[src/rtl/measure_pkg.sv]
// Notes on behaviour
// Gated mode counts clocks while signal high
// Gated mode: window rise after first captures period
// Counter mode counts signal input pulses
// Counter mode: window fall captures pulse width
// Status bit 7 requests period capture update
// Status bit 6 requests width capture update
// Status bit 4 resets counter, clears when done
// Status bit 2 shows counter incrementing
// Status bit 1 shows window open
// Status bit 0 shows acquisition in progress
// Window and go inputs synchronised first
package measure_pkg;
  localparam int CNT_W = 24;
  localparam int ADDR_W = 12;
  localparam logic [11:0] STATUS_OFS = 12'h49A;
  localparam logic [11:0] PERIOD_CAP0_OFS = 12'h4A0;
  localparam logic [11:0] PERIOD_CAP1_OFS = 12'h4A1;
  localparam logic [11:0] PERIOD_CAP2_OFS = 12'h4A2;
  localparam logic [11:0] WIDTH_CAP0_OFS = 12'h4A3;
  localparam logic [11:0] WIDTH_CAP1_OFS = 12'h4A4;
  localparam logic [11:0] WIDTH_CAP2_OFS = 12'h4A5;
  localparam logic [11:0] COUNT0_OFS = 12'h4A6;
  localparam logic [11:0] COUNT1_OFS = 12'h4A7;
  localparam logic [11:0] COUNT2_OFS = 12'h4A8;
  localparam logic [11:0] CONTROL_OFS = 12'h4A9;
  localparam logic [11:0] IRQ_STATUS_OFS = 12'h4AA;
  localparam logic [11:0] IRQ_MASK_OFS = 12'h4AB;
  localparam int PERIOD_UPD_BIT = 7;
  localparam int WIDTH_UPD_BIT = 6;
  localparam int COUNT_RST_BIT = 4;
  localparam int COUNTING_BIT = 2;
  localparam int WINDOW_BIT = 1;
  localparam int ACQ_BIT = 0;
  localparam int CTL_EN_BIT = 0;
  localparam int CTL_GO_BIT = 1;
  localparam int CTL_MODE_BIT = 2;
  localparam int IRQ_PERIOD_BIT = 0;
  localparam int IRQ_WIDTH_BIT = 1;
  localparam logic [7:0] STATUS_RST = 8'h00;
  localparam logic [7:0] CONTROL_RST = 8'h00;
  localparam logic [7:0] IRQ_MASK_RST = 8'h00;
  localparam logic [7:0] STATUS_WR_MASK = 8'hD0;
  localparam logic MODE_GATED = 1'b0;
  localparam logic MODE_COUNTER = 1'b1;
endpackage

[src/rtl/level_sync.sv]
`timescale 1ns/100ps
`default_nettype none
module level_sync (
  input  wire logic clk,
  input  wire logic nrst,
  input  wire logic async,
  output logic      synced
);
  logic stage1Reg;

  always_ff @(posedge clk or negedge nrst) begin
    if (!nrst) begin
      stage1Reg <= 1'b0;
      synced    <= 1'b0;
    end else begin
      stage1Reg <= async;
      synced    <= stage1Reg;
    end
  end
endmodule
`default_nettype wire

[src/rtl/edge_detect.sv]
`timescale 1ns/100ps
`default_nettype none
module edge_detect (
  input  wire logic clk,
  input  wire logic nrst,
  input  wire logic level,
  output logic      rise,
  output logic      fall
);
  logic prevReg;

  always_ff @(posedge clk or negedge nrst) begin
    if (!nrst) prevReg <= 1'b0;
    else       prevReg <= level;
  end

  assign rise = level & ~prevReg;
  assign fall = ~level & prevReg;
endmodule
`default_nettype wire

[src/rtl/signal_measure_timer.sv]
// The strobed register port was decided locally.
`timescale 1ns/100ps
`default_nettype none
module signal_measure_timer (
  input  wire logic        clk,
  input  wire logic        nrst,
  input  wire logic        signalIn,
  input  wire logic        windowInput,
  input  wire logic [11:0] addr,
  input  wire logic [7:0]  wrData,
  input  wire logic        wrStb,
  input  wire logic        rdStb,
  output logic      [7:0]  rdData,
  output logic             irq
);
  localparam int W = measure_pkg::CNT_W;

  logic          windowSync;
  logic          goSync;
  logic          signalSync;
  logic          winRise;
  logic          winFall;
  logic          sigRise;
  logic          unusedSigFall;
  logic          unusedGoRise;
  logic          unusedGoFall;
  logic [W-1:0]  measureCounter_reg;
  logic [W-1:0]  measureCounter_next;
  logic [W-1:0]  periodCapture_reg;
  logic [W-1:0]  widthCapture_reg;
  logic [7:0]    control_reg;
  logic [7:0]    irqMask_reg;
  logic [7:0]    irqStatus_reg;
  logic [7:0]    irqStatus_next;
  logic          periodUpdReq_reg;
  logic          widthUpdReq_reg;
  logic          countRstReq_reg;
  logic          seenFirstRise_reg;
  logic          counting_reg;
  logic          acqActive_reg;
  logic [7:0]    rdData_next;
  logic          irq_next;

  // Go is a software bit but still crosses through the synchroniser so that
  // counting starts on the same clock grid as the window sampling
  level_sync goSyncInst (
    .clk    (clk),
    .nrst   (nrst),
    .async  (control_reg[measure_pkg::CTL_GO_BIT]),
    .synced (goSync)
  );

  level_sync winSyncInst (
    .clk    (clk),
    .nrst   (nrst),
    .async  (windowInput),
    .synced (windowSync)
  );

  level_sync sigSyncInst (
    .clk    (clk),
    .nrst   (nrst),
    .async  (signalIn),
    .synced (signalSync)
  );

  edge_detect winEdgeInst (
    .clk  (clk),
    .nrst (nrst),
    .level(windowSync),
    .rise (winRise),
    .fall (winFall)
  );

  edge_detect sigEdgeInst (
    .clk  (clk),
    .nrst (nrst),
    .level(signalSync),
    .rise (sigRise),
    .fall (unusedSigFall)
  );

  edge_detect goEdgeInst (
    .clk  (clk),
    .nrst (nrst),
    .level(goSync),
    .rise (unusedGoRise),
    .fall (unusedGoFall)
  );

  wire enabled    = control_reg[measure_pkg::CTL_EN_BIT];
  wire run        = enabled & goSync;
  wire modeCount  = control_reg[measure_pkg::CTL_MODE_BIT] == measure_pkg::MODE_COUNTER;
  // Counter mode samples the signal on this clock; pulses narrower than one
  // clock can be missed, traded against keeping a single clock domain
  wire incGated   = run & ~modeCount & signalSync;
  wire incCount   = run & modeCount & sigRise;
  wire periodCap  = run & ~modeCount & winRise & seenFirstRise_reg;
  wire widthCap   = run & modeCount & winFall;
  wire isWrite    = wrStb;
  wire statusWr   = isWrite & (addr == measure_pkg::STATUS_OFS);
  wire controlWr  = isWrite & (addr == measure_pkg::CONTROL_OFS);
  wire maskWr     = isWrite & (addr == measure_pkg::IRQ_MASK_OFS);
  wire irqRd      = rdStb & (addr == measure_pkg::IRQ_STATUS_OFS);
  wire [7:0] statusView = {periodUpdReq_reg, widthUpdReq_reg, 1'b0, countRstReq_reg,
                           1'b0, counting_reg, windowSync, acqActive_reg};

  function automatic logic [7:0] byteOf(input logic [W-1:0] v, input logic [1:0] idx);
    byteOf = v[8*idx +: 8];
  endfunction

  always_comb begin
    measureCounter_next = measureCounter_reg;
    if (countRstReq_reg)
      measureCounter_next = '0;
    else if (periodCap)
      // The sample on the capture edge opens the next window, so no clock falls between windows
      measureCounter_next = incGated ? W'(1) : '0;
    else if (incGated || incCount)
      measureCounter_next = measureCounter_reg + W'(1);
  end

  always_ff @(posedge clk or negedge nrst) begin
    if (!nrst) measureCounter_reg <= '0;
    else       measureCounter_reg <= measureCounter_next;
  end

  always_ff @(posedge clk or negedge nrst) begin
    if (!nrst) periodCapture_reg <= '0;
    else if (periodCap || periodUpdReq_reg) periodCapture_reg <= measureCounter_reg;
  end

  always_ff @(posedge clk or negedge nrst) begin
    if (!nrst) widthCapture_reg <= '0;
    else if (widthCap || widthUpdReq_reg) widthCapture_reg <= measureCounter_reg;
  end

  // Request bits are set by software and self-clear one cycle later once done
  always_ff @(posedge clk or negedge nrst) begin
    if (!nrst) begin
      periodUpdReq_reg <= 1'b0;
      widthUpdReq_reg  <= 1'b0;
      countRstReq_reg  <= 1'b0;
    end else begin
      periodUpdReq_reg <= statusWr & wrData[measure_pkg::PERIOD_UPD_BIT];
      widthUpdReq_reg  <= statusWr & wrData[measure_pkg::WIDTH_UPD_BIT];
      countRstReq_reg  <= statusWr & wrData[measure_pkg::COUNT_RST_BIT];
    end
  end

  always_ff @(posedge clk or negedge nrst) begin
    if (!nrst) begin
      seenFirstRise_reg <= 1'b0;
      counting_reg      <= 1'b0;
      acqActive_reg     <= 1'b0;
    end else begin
      if (!run) seenFirstRise_reg <= 1'b0;
      else if (winRise) seenFirstRise_reg <= 1'b1;
      counting_reg  <= incGated | incCount;
      acqActive_reg <= run;
    end
  end

  always_ff @(posedge clk or negedge nrst) begin
    if (!nrst) begin
      control_reg <= measure_pkg::CONTROL_RST;
      irqMask_reg <= measure_pkg::IRQ_MASK_RST;
    end else begin
      if (controlWr) control_reg <= wrData;
      if (maskWr)    irqMask_reg <= wrData;
    end
  end

  // Set wins over the clear-on-read in the same cycle
  always_comb begin
    irqStatus_next = irqRd ? 8'h00 : irqStatus_reg;
    irqStatus_next[measure_pkg::IRQ_PERIOD_BIT] = irqStatus_next[measure_pkg::IRQ_PERIOD_BIT] | periodCap;
    irqStatus_next[measure_pkg::IRQ_WIDTH_BIT]  = irqStatus_next[measure_pkg::IRQ_WIDTH_BIT] | widthCap;
  end

  always_comb begin
    rdData_next = 8'h00;
    if (rdStb) begin
      unique case (addr)
        measure_pkg::STATUS_OFS:      rdData_next = statusView;
        measure_pkg::PERIOD_CAP0_OFS: rdData_next = byteOf(periodCapture_reg, 2'd0);
        measure_pkg::PERIOD_CAP1_OFS: rdData_next = byteOf(periodCapture_reg, 2'd1);
        measure_pkg::PERIOD_CAP2_OFS: rdData_next = byteOf(periodCapture_reg, 2'd2);
        measure_pkg::WIDTH_CAP0_OFS:  rdData_next = byteOf(widthCapture_reg, 2'd0);
        measure_pkg::WIDTH_CAP1_OFS:  rdData_next = byteOf(widthCapture_reg, 2'd1);
        measure_pkg::WIDTH_CAP2_OFS:  rdData_next = byteOf(widthCapture_reg, 2'd2);
        measure_pkg::COUNT0_OFS:      rdData_next = byteOf(measureCounter_reg, 2'd0);
        measure_pkg::COUNT1_OFS:      rdData_next = byteOf(measureCounter_reg, 2'd1);
        measure_pkg::COUNT2_OFS:      rdData_next = byteOf(measureCounter_reg, 2'd2);
        measure_pkg::CONTROL_OFS:     rdData_next = control_reg;
        measure_pkg::IRQ_STATUS_OFS:  rdData_next = irqStatus_reg;
        measure_pkg::IRQ_MASK_OFS:    rdData_next = irqMask_reg;
        default:                      rdData_next = 8'h00;
      endcase
    end
  end

  assign irq_next = |(irqStatus_next & irqMask_reg);

  always_ff @(posedge clk or negedge nrst) begin
    if (!nrst) begin
      irqStatus_reg <= 8'h00;
      rdData        <= 8'h00;
      irq           <= 1'b0;
    end else begin
      irqStatus_reg <= irqStatus_next;
      rdData        <= rdData_next;
      irq           <= irq_next;
    end
  end

  chk_period_capture_load: assert property (@(posedge clk) disable iff (!nrst)
    periodCap |=> periodCapture_reg == $past(measureCounter_reg) &&
                  measureCounter_reg == (($past(incGated) && !$past(countRstReq_reg)) ? W'(1) : W'(0)))
    else $error("period capture did not load and clear");
  chk_width_capture_load: assert property (@(posedge clk) disable iff (!nrst)
    widthCap |=> widthCapture_reg == $past(measureCounter_reg))
    else $error("width capture did not load");
  chk_gated_count_step: assert property (@(posedge clk) disable iff (!nrst)
    incGated && !countRstReq_reg && !periodCap |=> measureCounter_reg == $past(measureCounter_reg) + W'(1))
    else $error("gated count did not advance");
  chk_counter_hold_idle: assert property (@(posedge clk) disable iff (!nrst)
    run && modeCount && !sigRise && !countRstReq_reg |=> $stable(measureCounter_reg))
    else $error("counter mode advanced without pulse");
  chk_period_req_clear: assert property (@(posedge clk) disable iff (!nrst)
    statusWr && wrData[7] |=> periodUpdReq_reg ##1 (!periodUpdReq_reg || $past(statusWr)))
    else $error("period update request did not clear");
  chk_width_req_load: assert property (@(posedge clk) disable iff (!nrst)
    widthUpdReq_reg |=> widthCapture_reg == $past(measureCounter_reg))
    else $error("width manual update failed");
  chk_counter_reset_done: assert property (@(posedge clk) disable iff (!nrst)
    countRstReq_reg |=> measureCounter_reg == '0)
    else $error("counter reset failed");
  chk_acq_status_run: assert property (@(posedge clk) disable iff (!nrst)
    run |=> acqActive_reg)
    else $error("acquisition status wrong");
  chk_counting_status: assert property (@(posedge clk) disable iff (!nrst)
    (incGated || incCount) |=> counting_reg)
    else $error("counting status wrong");
  chk_window_status_view: assert property (@(posedge clk) disable iff (!nrst)
    rdStb && addr == measure_pkg::STATUS_OFS |=> rdData[1] == $past(windowSync))
    else $error("window status wrong");
  chk_width_req_clear: assert property (@(posedge clk) disable iff (!nrst)
    widthUpdReq_reg |=> !widthUpdReq_reg || $past(statusWr && wrData[measure_pkg::WIDTH_UPD_BIT]))
    else $error("width update request did not clear");
  chk_reset_req_clear: assert property (@(posedge clk) disable iff (!nrst)
    countRstReq_reg |=> !countRstReq_reg || $past(statusWr && wrData[measure_pkg::COUNT_RST_BIT]))
    else $error("counter reset request did not clear");
  chk_period_req_load: assert property (@(posedge clk) disable iff (!nrst)
    periodUpdReq_reg |=> periodCapture_reg == $past(measureCounter_reg))
    else $error("period manual update failed");
  chk_first_rise_skip: assert property (@(posedge clk) disable iff (!nrst)
    run && !modeCount && winRise && !seenFirstRise_reg && !periodUpdReq_reg |=> $stable(periodCapture_reg))
    else $error("first window rise captured a period");
  chk_counting_idle: assert property (@(posedge clk) disable iff (!nrst)
    !(incGated || incCount) |=> !counting_reg)
    else $error("counting status set while idle");
  chk_acq_status_idle: assert property (@(posedge clk) disable iff (!nrst)
    !run |=> !acqActive_reg)
    else $error("acquisition status set while stopped");
  chk_irq_level_out: assert property (@(posedge clk) disable iff (!nrst)
    1'b1 |=> irq == $past(irq_next))
    else $error("interrupt output wrong");
  chk_read_idle_zero: assert property (@(posedge clk) disable iff (!nrst)
    !rdStb |=> rdData == 8'h00)
    else $error("read data not zero outside a read");

  cov_period_capture: cover property (@(posedge clk) disable iff (!nrst) periodCap);
  cov_width_capture: cover property (@(posedge clk) disable iff (!nrst) widthCap);
  cov_irq_raised: cover property (@(posedge clk) disable iff (!nrst) $rose(irq));
  cov_manual_update: cover property (@(posedge clk) disable iff (!nrst) periodUpdReq_reg);
  cov_counter_pulse: cover property (@(posedge clk) disable iff (!nrst) incCount);
endmodule
`default_nettype wire

[config.mk]
export PLATFORM = sky130hd
export DESIGN_NAME = signal_measure_timer
export DESIGN_NICKNAME = d
export VERILOG_FILES = /design/src/rtl/measure_pkg.sv /design/src/rtl/level_sync.sv /design/src/rtl/edge_detect.sv /design/src/rtl/signal_measure_timer.sv
export SDC_FILE = /design/constraint.sdc
export NUM_CORES = 1
export LEC_CHECK = 0
export BUFFER_PORTS_ARGS = -buffer_cell sky130_fd_sc_hd__buf_4
export CAP_MARGIN = 20
export CORE_AREA = 3 3 99 101
export DETAILED_ROUTE_END_ITERATION = 16
export DIE_AREA = 0 0 102 104
export PLACE_DENSITY = 0.84
export SYNTH_ARGS = -nofsm -noshare
export SYNTH_HDL_FRONTEND = slang
export SYNTH_SLANG_ARGS = --single-unit
[constraint.sdc]
create_clock -name clk -period 4 [get_ports clk]
set_clock_uncertainty 0.2 [all_clocks]
set_input_delay 0.2 -clock clk [delete_from_list [all_inputs] [get_ports clk]]
set_output_delay 0.2 -clock clk [all_outputs]
set_load 0.03 [all_outputs]
# Word-level counts from Yosys, hierarchy flattened
# Cells that the tools add are included.
[word_totals]
output_inout_bits = 9
word_cells = 77
regBits = 119
inputBits = 26
[classes]
eq_ne = 14
reduce_logical = 5
addsub = 1
bitwise_logic = 26
muxes = 9
[ops]
columns = ["cell", "n"]
rows = [
  ["$eq A12 B11 Y1 const B", 13],
  ["$pmux W8 S13", 1],
  ["$mux W24", 3],
  ["$add A24 B1 Y24 const B", 1],
  ["$and A1 B1 Y1", 18],
  ["$mux W8", 2],
  ["$and A8 B8 Y8", 1],
  ["$reduce_or A8 Y1", 1],
  ["$not A1 Y1", 4],
  ["$logic_or A1 B1 Y1", 3],
  ["$mux W1", 3],
  ["$or A1 B1 Y1", 3],
  ["$reduce_bool A3 Y1", 1],
  ["$ne A2 B2 Y1 const B", 1],
]

# Logic depth before layout (Yosys ltp)
# Gate-level depths: netlist of the first run.
[logic_depth]
ltp_word = 7
ltp_mapped = 8

# Cells and area by module
# A second synthesis of the first run with hierarchy kept.
[unflattened]
cells_unflattened = 485
area_unflattened_um2 = 5748.0
[by_module_without_submodules]
columns = ["module", "n_inst", "area_each_um2", "cells_each"]
rows = [
  ["signal_measure_timer", 1, 5517.8, 473],
  ["level_sync", 3, 50.0, 2],
  ["edge_detect", 2, 40.0, 3],
]

# Worst setup path before layout of the first run
# Ideal clock, no wire load.
[synth_path]
path_type = "input port to flip-flop"
from = "in addr[9]"
to = "reg irqMask_reg[0]"
arrival_time_ns = 1.608
path_slack_ns = 2.066
setup_time_ns = 0.125
cell_stages = 6
path_buffers = 2
required_ns = 3.675
path_cell_list = "or4b_1 buf_6 nor2_4 and3_4 buf_12 mux2_4"
[synth_between]
elab_chain_cells = 2
[synth_lines]
columns = ["element", "line_no", "source"]
rows = [
  ["from (decl)", "signal_measure_timer.sv:9", "input wire logic [11:0] addr,"],
  ["$eq A12 B11 Y1", "signal_measure_timer.sv:103", "wire maskWr = isWrite & (addr == measure_pkg::IRQ_MASK_OFS);"],
  ["$and A1 B1 Y1", "signal_measure_timer.sv:103", ""],
  ["to (signal assigned)", "signal_measure_timer.sv:167", "irqMask_reg <= measure_pkg::IRQ_MASK_RST;"],
  ["to (signal assigned)", "signal_measure_timer.sv:170", "if (maskWr) irqMask_reg <= wrData;"],
  ["to (decl)", "signal_measure_timer.sv:32", "logic [7:0] irqMask_reg;"],
]
# Every way passes these cells.
# A chain may end at the register's enable or synchronous reset.

# Worst setup path after layout of the first run
[layout_path]
from = "in addr[9]"
to = "reg rdData[4]"
[layout_between]
elab_chain_cells = 3
elab_cells_between_ends = 15
[layout_lines]
columns = ["element", "line_no", "source"]
rows = [
  ["$eq A12 B11 Y1", "signal_measure_timer.sv:184", "unique case (addr)"],
  ["$pmux W8 S13 (*)", "signal_measure_timer.sv:184", ""],
  ["$mux W8 (*)", "signal_measure_timer.sv:183", "if (rdStb) begin"],
  ["named net rdData_next[4]", "signal_measure_timer.sv:41", "logic [7:0] rdData_next;"],
  ["to (signal assigned)", "signal_measure_timer.sv:212", "rdData <= rdData_next;"],
  ["to (decl)", "signal_measure_timer.sv:13", "output logic [7:0] rdData,"],
]
# The timed path passes the listed nets; every way through them passes the cells marked *.

==> results of run 1 <==
[power by group through the flow]
stage / Sequential, W / Combinational (W) / Clock, W
6_report: 0.00121 / 0.000113 / 0.00150
3_5_place_dp: 0.00123 / 0.0000996 / 0
4_1_cts: 0.00121 / 0.000112 / 0.00150
3_3_place_gp: 0.00123 / 0.0000977 / 0
5_1_grt: 0.00121 / 0.000123 / 0.00157
2_1_floorplan: 0.00123 / 0.0000435 / 0
[placed cells by master, fill, tap and decap left out, drive strengths merged, types with 7 or more instances in the layout]
master,Yosys,final
a22o,7,7
a22oi,14,14
and2,8,8
and3,7,7
and4,7,7
buf,20,40
clkbuf,9,22
dfrtp,119,119
dlygate4sd3,0,15
inv,9,9
mux2,62,62
mux2i,14,14
nand2,34,34
nand3,21,21
nor2,35,35
nor3,13,13
nor4,7,7
o21ai,22,22
xnor2,18,18
[cell families (layout without fill, tap and decap cells)]
group | Yosys count | in the layout
flops | 119 | 119
buf+inv | 38 | 94
fa+ha+maj | 1 | 1
xor+xnor | 20 | 20
mux | 79 | 79
compound gates | 81 | 81
simple gates | 164 | 164
[per-layer routing]
| metal | global-route usage (%) | vias to the layer above | wire, microns |
|---|---|---|---|
| li1 | - | 1943 | - |
| met1 | 41.5 | 2207 | 6360 |
| met2 | 45.7 | 248 | 7150 |
| met3 | 8.99 | 42 | 1180 |
| met5 | 0 | - | 0 |
| met4 | 12.4 | 0 | 489 |
[synthesized netlist by cell type, types with 2 or more instances]
cell type | n | area [sq um]
nor3_1 | 12 | 60.1
a2111oi_1 | 3 | 30.0
dfrtp_1 | 119 | 2980
a31oi_1 | 2 | 12.5
buf_2 | 13 | 65.1
nand3_1 | 21 | 105
or3_1 | 4 | 25.0
nor2_1 | 31 | 116
o21ai_0 | 22 | 110
and2_1 | 8 | 50.1
buf_12 | 2 | 40.0
and3_1 | 5 | 31.3
a22o_1 | 7 | 61.3
a22oi_1 | 14 | 105
nand2_1 | 33 | 124
buf_1 | 2 | 7.51
nor2b_1 | 6 | 37.5
mux2_2 | 47 | 529
and4_1 | 7 | 61.3
clkbuf_1 | 6 | 22.5
clkbuf_8 | 3 | 41.3
mux2_4 | 15 | 225
nand4_1 | 6 | 37.5
a41oi_1 | 4 | 35.0
xor2_1 | 2 | 17.5
nor4_1 | 7 | 43.8
nor4b_1 | 2 | 17.5
a32oi_1 | 6 | 52.6
and3_4 | 2 | 22.5
nand2b_1 | 6 | 37.5
mux4_2 | 3 | 67.6
a32o_1 | 2 | 20.0
a21oi_1 | 6 | 30.0
inv_1 | 9 | 33.8
buf_6 | 2 | 22.5
o32ai_1 | 2 | 17.5
mux2i_1 | 14 | 140
a211oi_1 | 2 | 15.0
xnor2_1 | 18 | 158
nor2_4 | 3 | 33.8
[metrics by stage]
| stage | hold slack (ns) | cells |
|---|---|---|
| floorplan | -0.296 | 502 |
| global placement | 0.0223 | 624 |
| detailed placement | 0.0364 | 624 |
| CTS | 0.00589 | 669 |
| global route | 0.0551 | 669 |
| finish | 0.0210 | 669 |
[worst paths after layout]
path | start | slack [ns] | endpoint
min in group clk | addr[6] | 0.04 | rdData[4]
max | addr[9] | 1.36 | rdData[4]
min reg2reg | goSyncInst.stage1Reg | 0.15 | goSyncInst.synced
min | nrst | 0.02 | irqMask_reg[5]
max in group asynchronous | nrst | 2.65 | widthCapture_reg[22]
max reg2reg | control_reg[0] | 1.46 | widthCapture_reg[21]
[worst register-to-register path: cells and delay by family, from the launching register on]
| family | cells | cell delay (ns) |
|---|---|---|
| AND/OR/NAND/NOR | 3 | 1.39 |
| multiplexers | 1 | 0.45 |
| flip-flops | 1 | 0.38 |
[repair_timing]
item,4_1_cts,5_1_grt
hold endpoints to repair,66,0
hold buffers,15,0
gates resized for setup,0,0
[final cells by class]
class / count / share of cell area (%)
clock buffers: 22 / 6.63
flip-flops and latches: 119 / 43.6
multi-input cells: 345 / 38.8
inverters: 9 / 0.495
repair buffers: 55 / 6.59
well taps: 111 / 2.03
clock inverters: 8 / 1.81
==> flow_metrics.tcl, run 1 <==
set metrics [dict create \
    status "complete, no violations" \
    synth_edf_count 0 \
    via_per_inst 6.64 \
    rows 35 \
    p_sw_w 0.000601 \
    ys.flop_type "dfrtp_1" \
    drt_iter0_markers 394 \
    path_clk_slew_ns 0.06 \
    cp_num_buf_inv 4 \
    drt-total-wl_microns 15200 \
    seq_area_frac_synth_pct 50.8 \
    grt_pass1_vias 4564 \
    dieHeight_microns 104 \
    power.leakage_nw 3.08 \
    cp.depth 9 \
    synth-compound-area-share_pct 10.1 \
    seqPwrFrac_pct 42.9 \
    cp.arrival_ns 2.87 \
    diodes 0 \
    cp_slowest_cell "dlygate4sd3_1" \
    drive_above_1_share_pct 26.2 \
    timing.final.ws_setup_ns 1.36 \
    p_int_w 0.00222 \
    synth_cells 502 \
    critical_path.max_stage_delay_ns 0.61 \
    clockBufferDepth 2 \
    drv_cap 0 \
    synth_fa_ha_area_share_pct 0.213 \
    die_x_microns 102 \
    critical_path.top_delay_family "buffers and inverters" \
    stdcell_area_sq_um 6830 \
    p_total_w 0.00282 \
    ant_nets 0 \
    fin_setup_tns_ns 0 \
    overflow 0 \
    fillCellCount 586 \
    post_drt_wl_per_cell_microns 22.7 \
    min_path_type "input pin to asynchronous set/reset pin" \
    cp_cell_sequence "dlygate4sd3_1 > buf_4 > nor4b_1 > dlygate4sd3_1 > buf_4 > and4_1 > nand2_1 > and4_1 > a21oi_1" \
    port_buffers 34 \
    crit_path_end_kind "flip-flop" \
    nNetsFinal 574 \
    synthSimpleGateAreaFrac_pct 15.4 \
    yosys_warnings 0 \
    firstDrtPassIters 5 \
    ir_worst_vdd_mv 0.392 \
    regArea_sq_um 2980 \
    reg2regPathDepth 4 \
    start_kind "input pin" \
    multi_input_area_sq_um 2650 \
    syn_avg_cell_area_sq_um 11.7 \
    yosysUniqueCellTypes 64 \
    clkSinkCount 119 \
    cts_tree "built" \
    utilization_pct 75.0 \
    synthesis.area_sq_um 5870 \
    async_flop_share_pct 100 \
    relSlewSlack_pct 24.8 \
    grt_max_degree 46 \
    gp_congestion 0.902 \
    worstPathMaxFanout 11 \
    muxShareOfSynthArea_pct 16.4 \
    p_clk_share_pct 53.1 \
    hold_viol_final 0 \
    tritoncts.num_buffers 17 \
    post_cts_buffers 0 \
    rsz0062_at_grt "false" \
    dp_hpwl_microns 10200 \
    final_max_slew_viol_count 0 \
    worstSetupPathType "input pin to flip-flop" \
    placed_area_sq_um 6100 \
    grt_use_total_pct 30.5 \
    synth_top_family_by_area "multiplexers" \
    required_ns 4.23 \
    cellPowerDensity_nw_per_um2 413 \
    num_vias 4440 \
    ys_ff_latch 119 \
    pre_cts_ws_ns 1.49 \
    clock_latency_ns 0.52 \
    cts_root_buf "clkbuf_8" \
    p_comb_share_pct 4.0 \
    max_freq_mhz 379 \
    start_util_pct 64.4 \
    areaGrowthSynthToFinish_pct 16.4 \
    worstMarginPinSlew_ns 1.13 \
    swShare_pct 21.3 \
    grt_pass1_wl_microns 24700 \
    coreArea_sq_um 9110 \
    syn_nets 529 \
    die-area_sq_um 10600 \
    period_needed_ns 2.64 \
    antenna_found_initial 0 \
    setup-violations-final 0 \
    ios 35 \
    finalCritPeriodShare_pct 65.9 \
    synth-xor-area-share_pct 2.99 \
    htreeDepth 4 \
    drc 0 \
]
(Power assumes the default switching activity.)
==> inputs of run 2 (changes only) <==
--- a/config.mk
+++ b/config.mk
@@ -7,10 +7,10 @@
 export LEC_CHECK = 0
 export BUFFER_PORTS_ARGS = -buffer_cell sky130_fd_sc_hd__buf_4
 export CAP_MARGIN = 20
-export CORE_AREA = 3 3 99 101
+export CORE_AREA = 3 3 108 110
 export DETAILED_ROUTE_END_ITERATION = 16
-export DIE_AREA = 0 0 102 104
-export PLACE_DENSITY = 0.84
+export DIE_AREA = 0 0 111 113
+export PLACE_DENSITY = 0.75
 export SYNTH_ARGS = -nofsm -noshare
 export SYNTH_HDL_FRONTEND = slang
 export SYNTH_SLANG_ARGS = --single-unit
==> constraint.sdc (replaced) <==
create_clock -name clk -period 2.4 [get_ports clk]
set_clock_uncertainty 0.2 [all_clocks]
set_input_delay 0.12 -clock clk [delete_from_list [all_inputs] [get_ports clk]]
set_output_delay 0.12 -clock clk [all_outputs]
set_load 0.03 [all_outputs]
==> run 2 against run 1 <==
Cell count increased by 8.1%; sequential share of layout area shrank 1.7 points; design area rose by 4.0%; first-iteration DRC count is 7.6% lower; routed wire length grew 2.5%; clock-buffer cell count increased by 3; critical path type unchanged; largest power group unchanged.
==> flow_metrics.tcl, run 2 (synthesis gave the netlist of run 1 again) <==
set metrics [dict create \
    grt_pass1_wl_microns 24900 \
    clockBufferDepth 2 \
    whs_ns 0.0289 \
    clock_latency_ns 0.51 \
    tritoncts.num_buffers 17 \
    coreArea_sq_um 10800 \
    placed_area_sq_um 6300 \
    timing.final.ws_setup_ns 0.0825 \
    fillCellCount 790 \
    worstMarginPinSlew_ns 0.628 \
    clkSinkCount 119 \
    die_x_microns 111 \
    post_drt_wl_per_cell_microns 21.5 \
    start_util_pct 54.3 \
    relSlewSlack_pct 58.0 \
    cp_slowest_cell "dlygate4sd3_1" \
    cp_cell_sequence "dlygate4sd3_1 > buf_4 > nand4bb_1 > buf_4 > nor2_4 > and3_4 > mux2_4 > dlygate4sd3_1" \
    critical_path.top_delay_family "buffers and inverters" \
    ant_nets 0 \
    rows 38 \
    cellPowerDensity_nw_per_um2 643 \
    path_clk_slew_ns 0.06 \
    cp.arrival_ns 2.51 \
    stdcell_area_sq_um 7100 \
    p_comb_share_pct 4.6 \
    nNetsFinal 599 \
    htreeDepth 4 \
    drt-total-wl_microns 15600 \
    antenna_found_initial 0 \
    drive_above_1_share_pct 28.0 \
    critical_path.max_stage_delay_ns 0.56 \
    holdPathStages 4 \
    cts_tree "built" \
    mostFrequentLayoutCell "dfrtp_1" \
    cp.depth 8 \
    grt_use_total_pct 25.8 \
    status "complete, no violations" \
    cts_root_buf "clkbuf_8" \
    drt_iter0_markers 364 \
    dp_hpwl_microns 10500 \
    final_max_slew_viol_count 0 \
    hold_viol_final 0 \
    cp_num_buf_inv 4 \
    pre_cts_ws_ns 0.243 \
    gp_congestion 0.926 \
    swShare_pct 20.4 \
    port_buffers 34 \
    min_path_type "input pin to flip-flop" \
    p_clk_share_pct 51.2 \
    wl_met3_microns 1200 \
    num_vias 4501 \
    wl_met2_microns 7450 \
    setup-violations-final 0 \
    drv_cap 0 \
    start_kind "input pin" \
    p_int_w 0.00364 \
    top_layer_used "met4" \
    ir_worst_vdd_mv 0.401 \
    power.leakage_nw 3.22 \
    dieHeight_microns 113 \
    grt_pass1_vias 4620 \
    fin_cells 723 \
    rsz0062_at_grt "false" \
    placedCellCount 667 \
    worstSetupPathType "input pin to flip-flop" \
    die-area_sq_um 12500 \
    ios 35 \
    firstDrtPassIters 5 \
    reg2regPathDepth 5 \
    period_needed_ns 2.32 \
    required_ns 2.59 \
    seqPwrFrac_pct 44.2 \
    overflow 0 \
    max_freq_mhz 431 \
    areaGrowthSynthToFinish_pct 21.1 \
    p_sw_w 0.000931 \
    via_per_inst 6.23 \
    route.layer.met1.wl_microns 6300 \
    fin_setup_tns_ns 0 \
    drc 0 \
    crit_path_end_kind "flip-flop" \
    grt_max_degree 51 \
    layout_common_cells "119 x dfrtp_1, 54 x buf_4, 47 x mux2_2" \
    worstPathMaxFanout 10 \
    finalCritPeriodShare_pct 96.6 \
]
[run 2: worst paths after layout]
kind                                  startpoint                endpoint  slack, ns
hold reg to reg            winSyncInst.stage1Reg      winSyncInst.synced       0.15
setup / recovery                         addr[6]          irqMask_reg[5]       0.08
hold / removal                           addr[2]               rdData[5]       0.03
setup reg to reg           measureCounter_reg[6]  measureCounter_reg[23]       0.28
max in group asynchronous                   nrst        irqStatus_reg[4]       0.98
min in group asynchronous                   nrst          control_reg[5]       0.50
[run 2: final cells by class]
| cell class | instances | area (sq um) | share of cell area [%] |
|---|---|---|---|
| multi-input cells | 345 | 2660 | 37.4 |
| clock buffers | 25 | 474 | 6.68 |
| clock inverters | 4 | 70.1 | 0.986 |
| diodes | 1 | 2.50 | 0.0352 |
| well taps | 140 | 175 | 2.47 |
| inverters | 9 | 33.8 | 0.476 |
| repair buffers | 80 | 711 | 10.0 |
| flip-flops and latches | 119 | 2980 | 41.9 |
[run 2: routing by layer]
| metal | GRT usage, % | vias up |
|---|---|---|
| met5 | 0 | - |
| met1 | 32.7 | 2245 |
| met4 | 13.3 | 0 |
| met2 | 40.9 | 222 |
| met3 | 7.06 | 50 |
| li1 | - | 1984 |
[run 2: timing repair]
action	CTS	global route
endpoints found under the hold margin	154	0
setup endpoints to repair	0	1
gates resized for setup	0	0
hold buffers	21	0
setup buffers	0	4
[run 2: power by group through the flow]
stage | clock [W] | sequential [W] | combinational (W)
final | 0.00234 | 0.00202 | 0.000210
after CTS | 0.00237 | 0.00202 | 0.000206
after floorplan | 0 | 0.00205 | 0.0000726
after global placement | 0 | 0.00205 | 0.000177
after global routing | 0.00247 | 0.00202 | 0.000228
after detailed placement | 0 | 0.00205 | 0.000180
[run 2: worst min-delay path: cells and delay by family]
kind	cells	cell delay (ns)
buffers and inverters	1	0.25
AO/OA/AOI/OAI	1	0.11
AND/OR/NAND/NOR	2	0.21
[run 2: stage by stage]
step           util (%)  total power [W]
6_report           65.8          0.00457
4_1_cts            65.4          0.00460
2_1_floorplan         -          0.00213
3_3_place_gp       58.4          0.00223
3_5_place_dp       58.4          0.00223
5_1_grt            65.8          0.00472
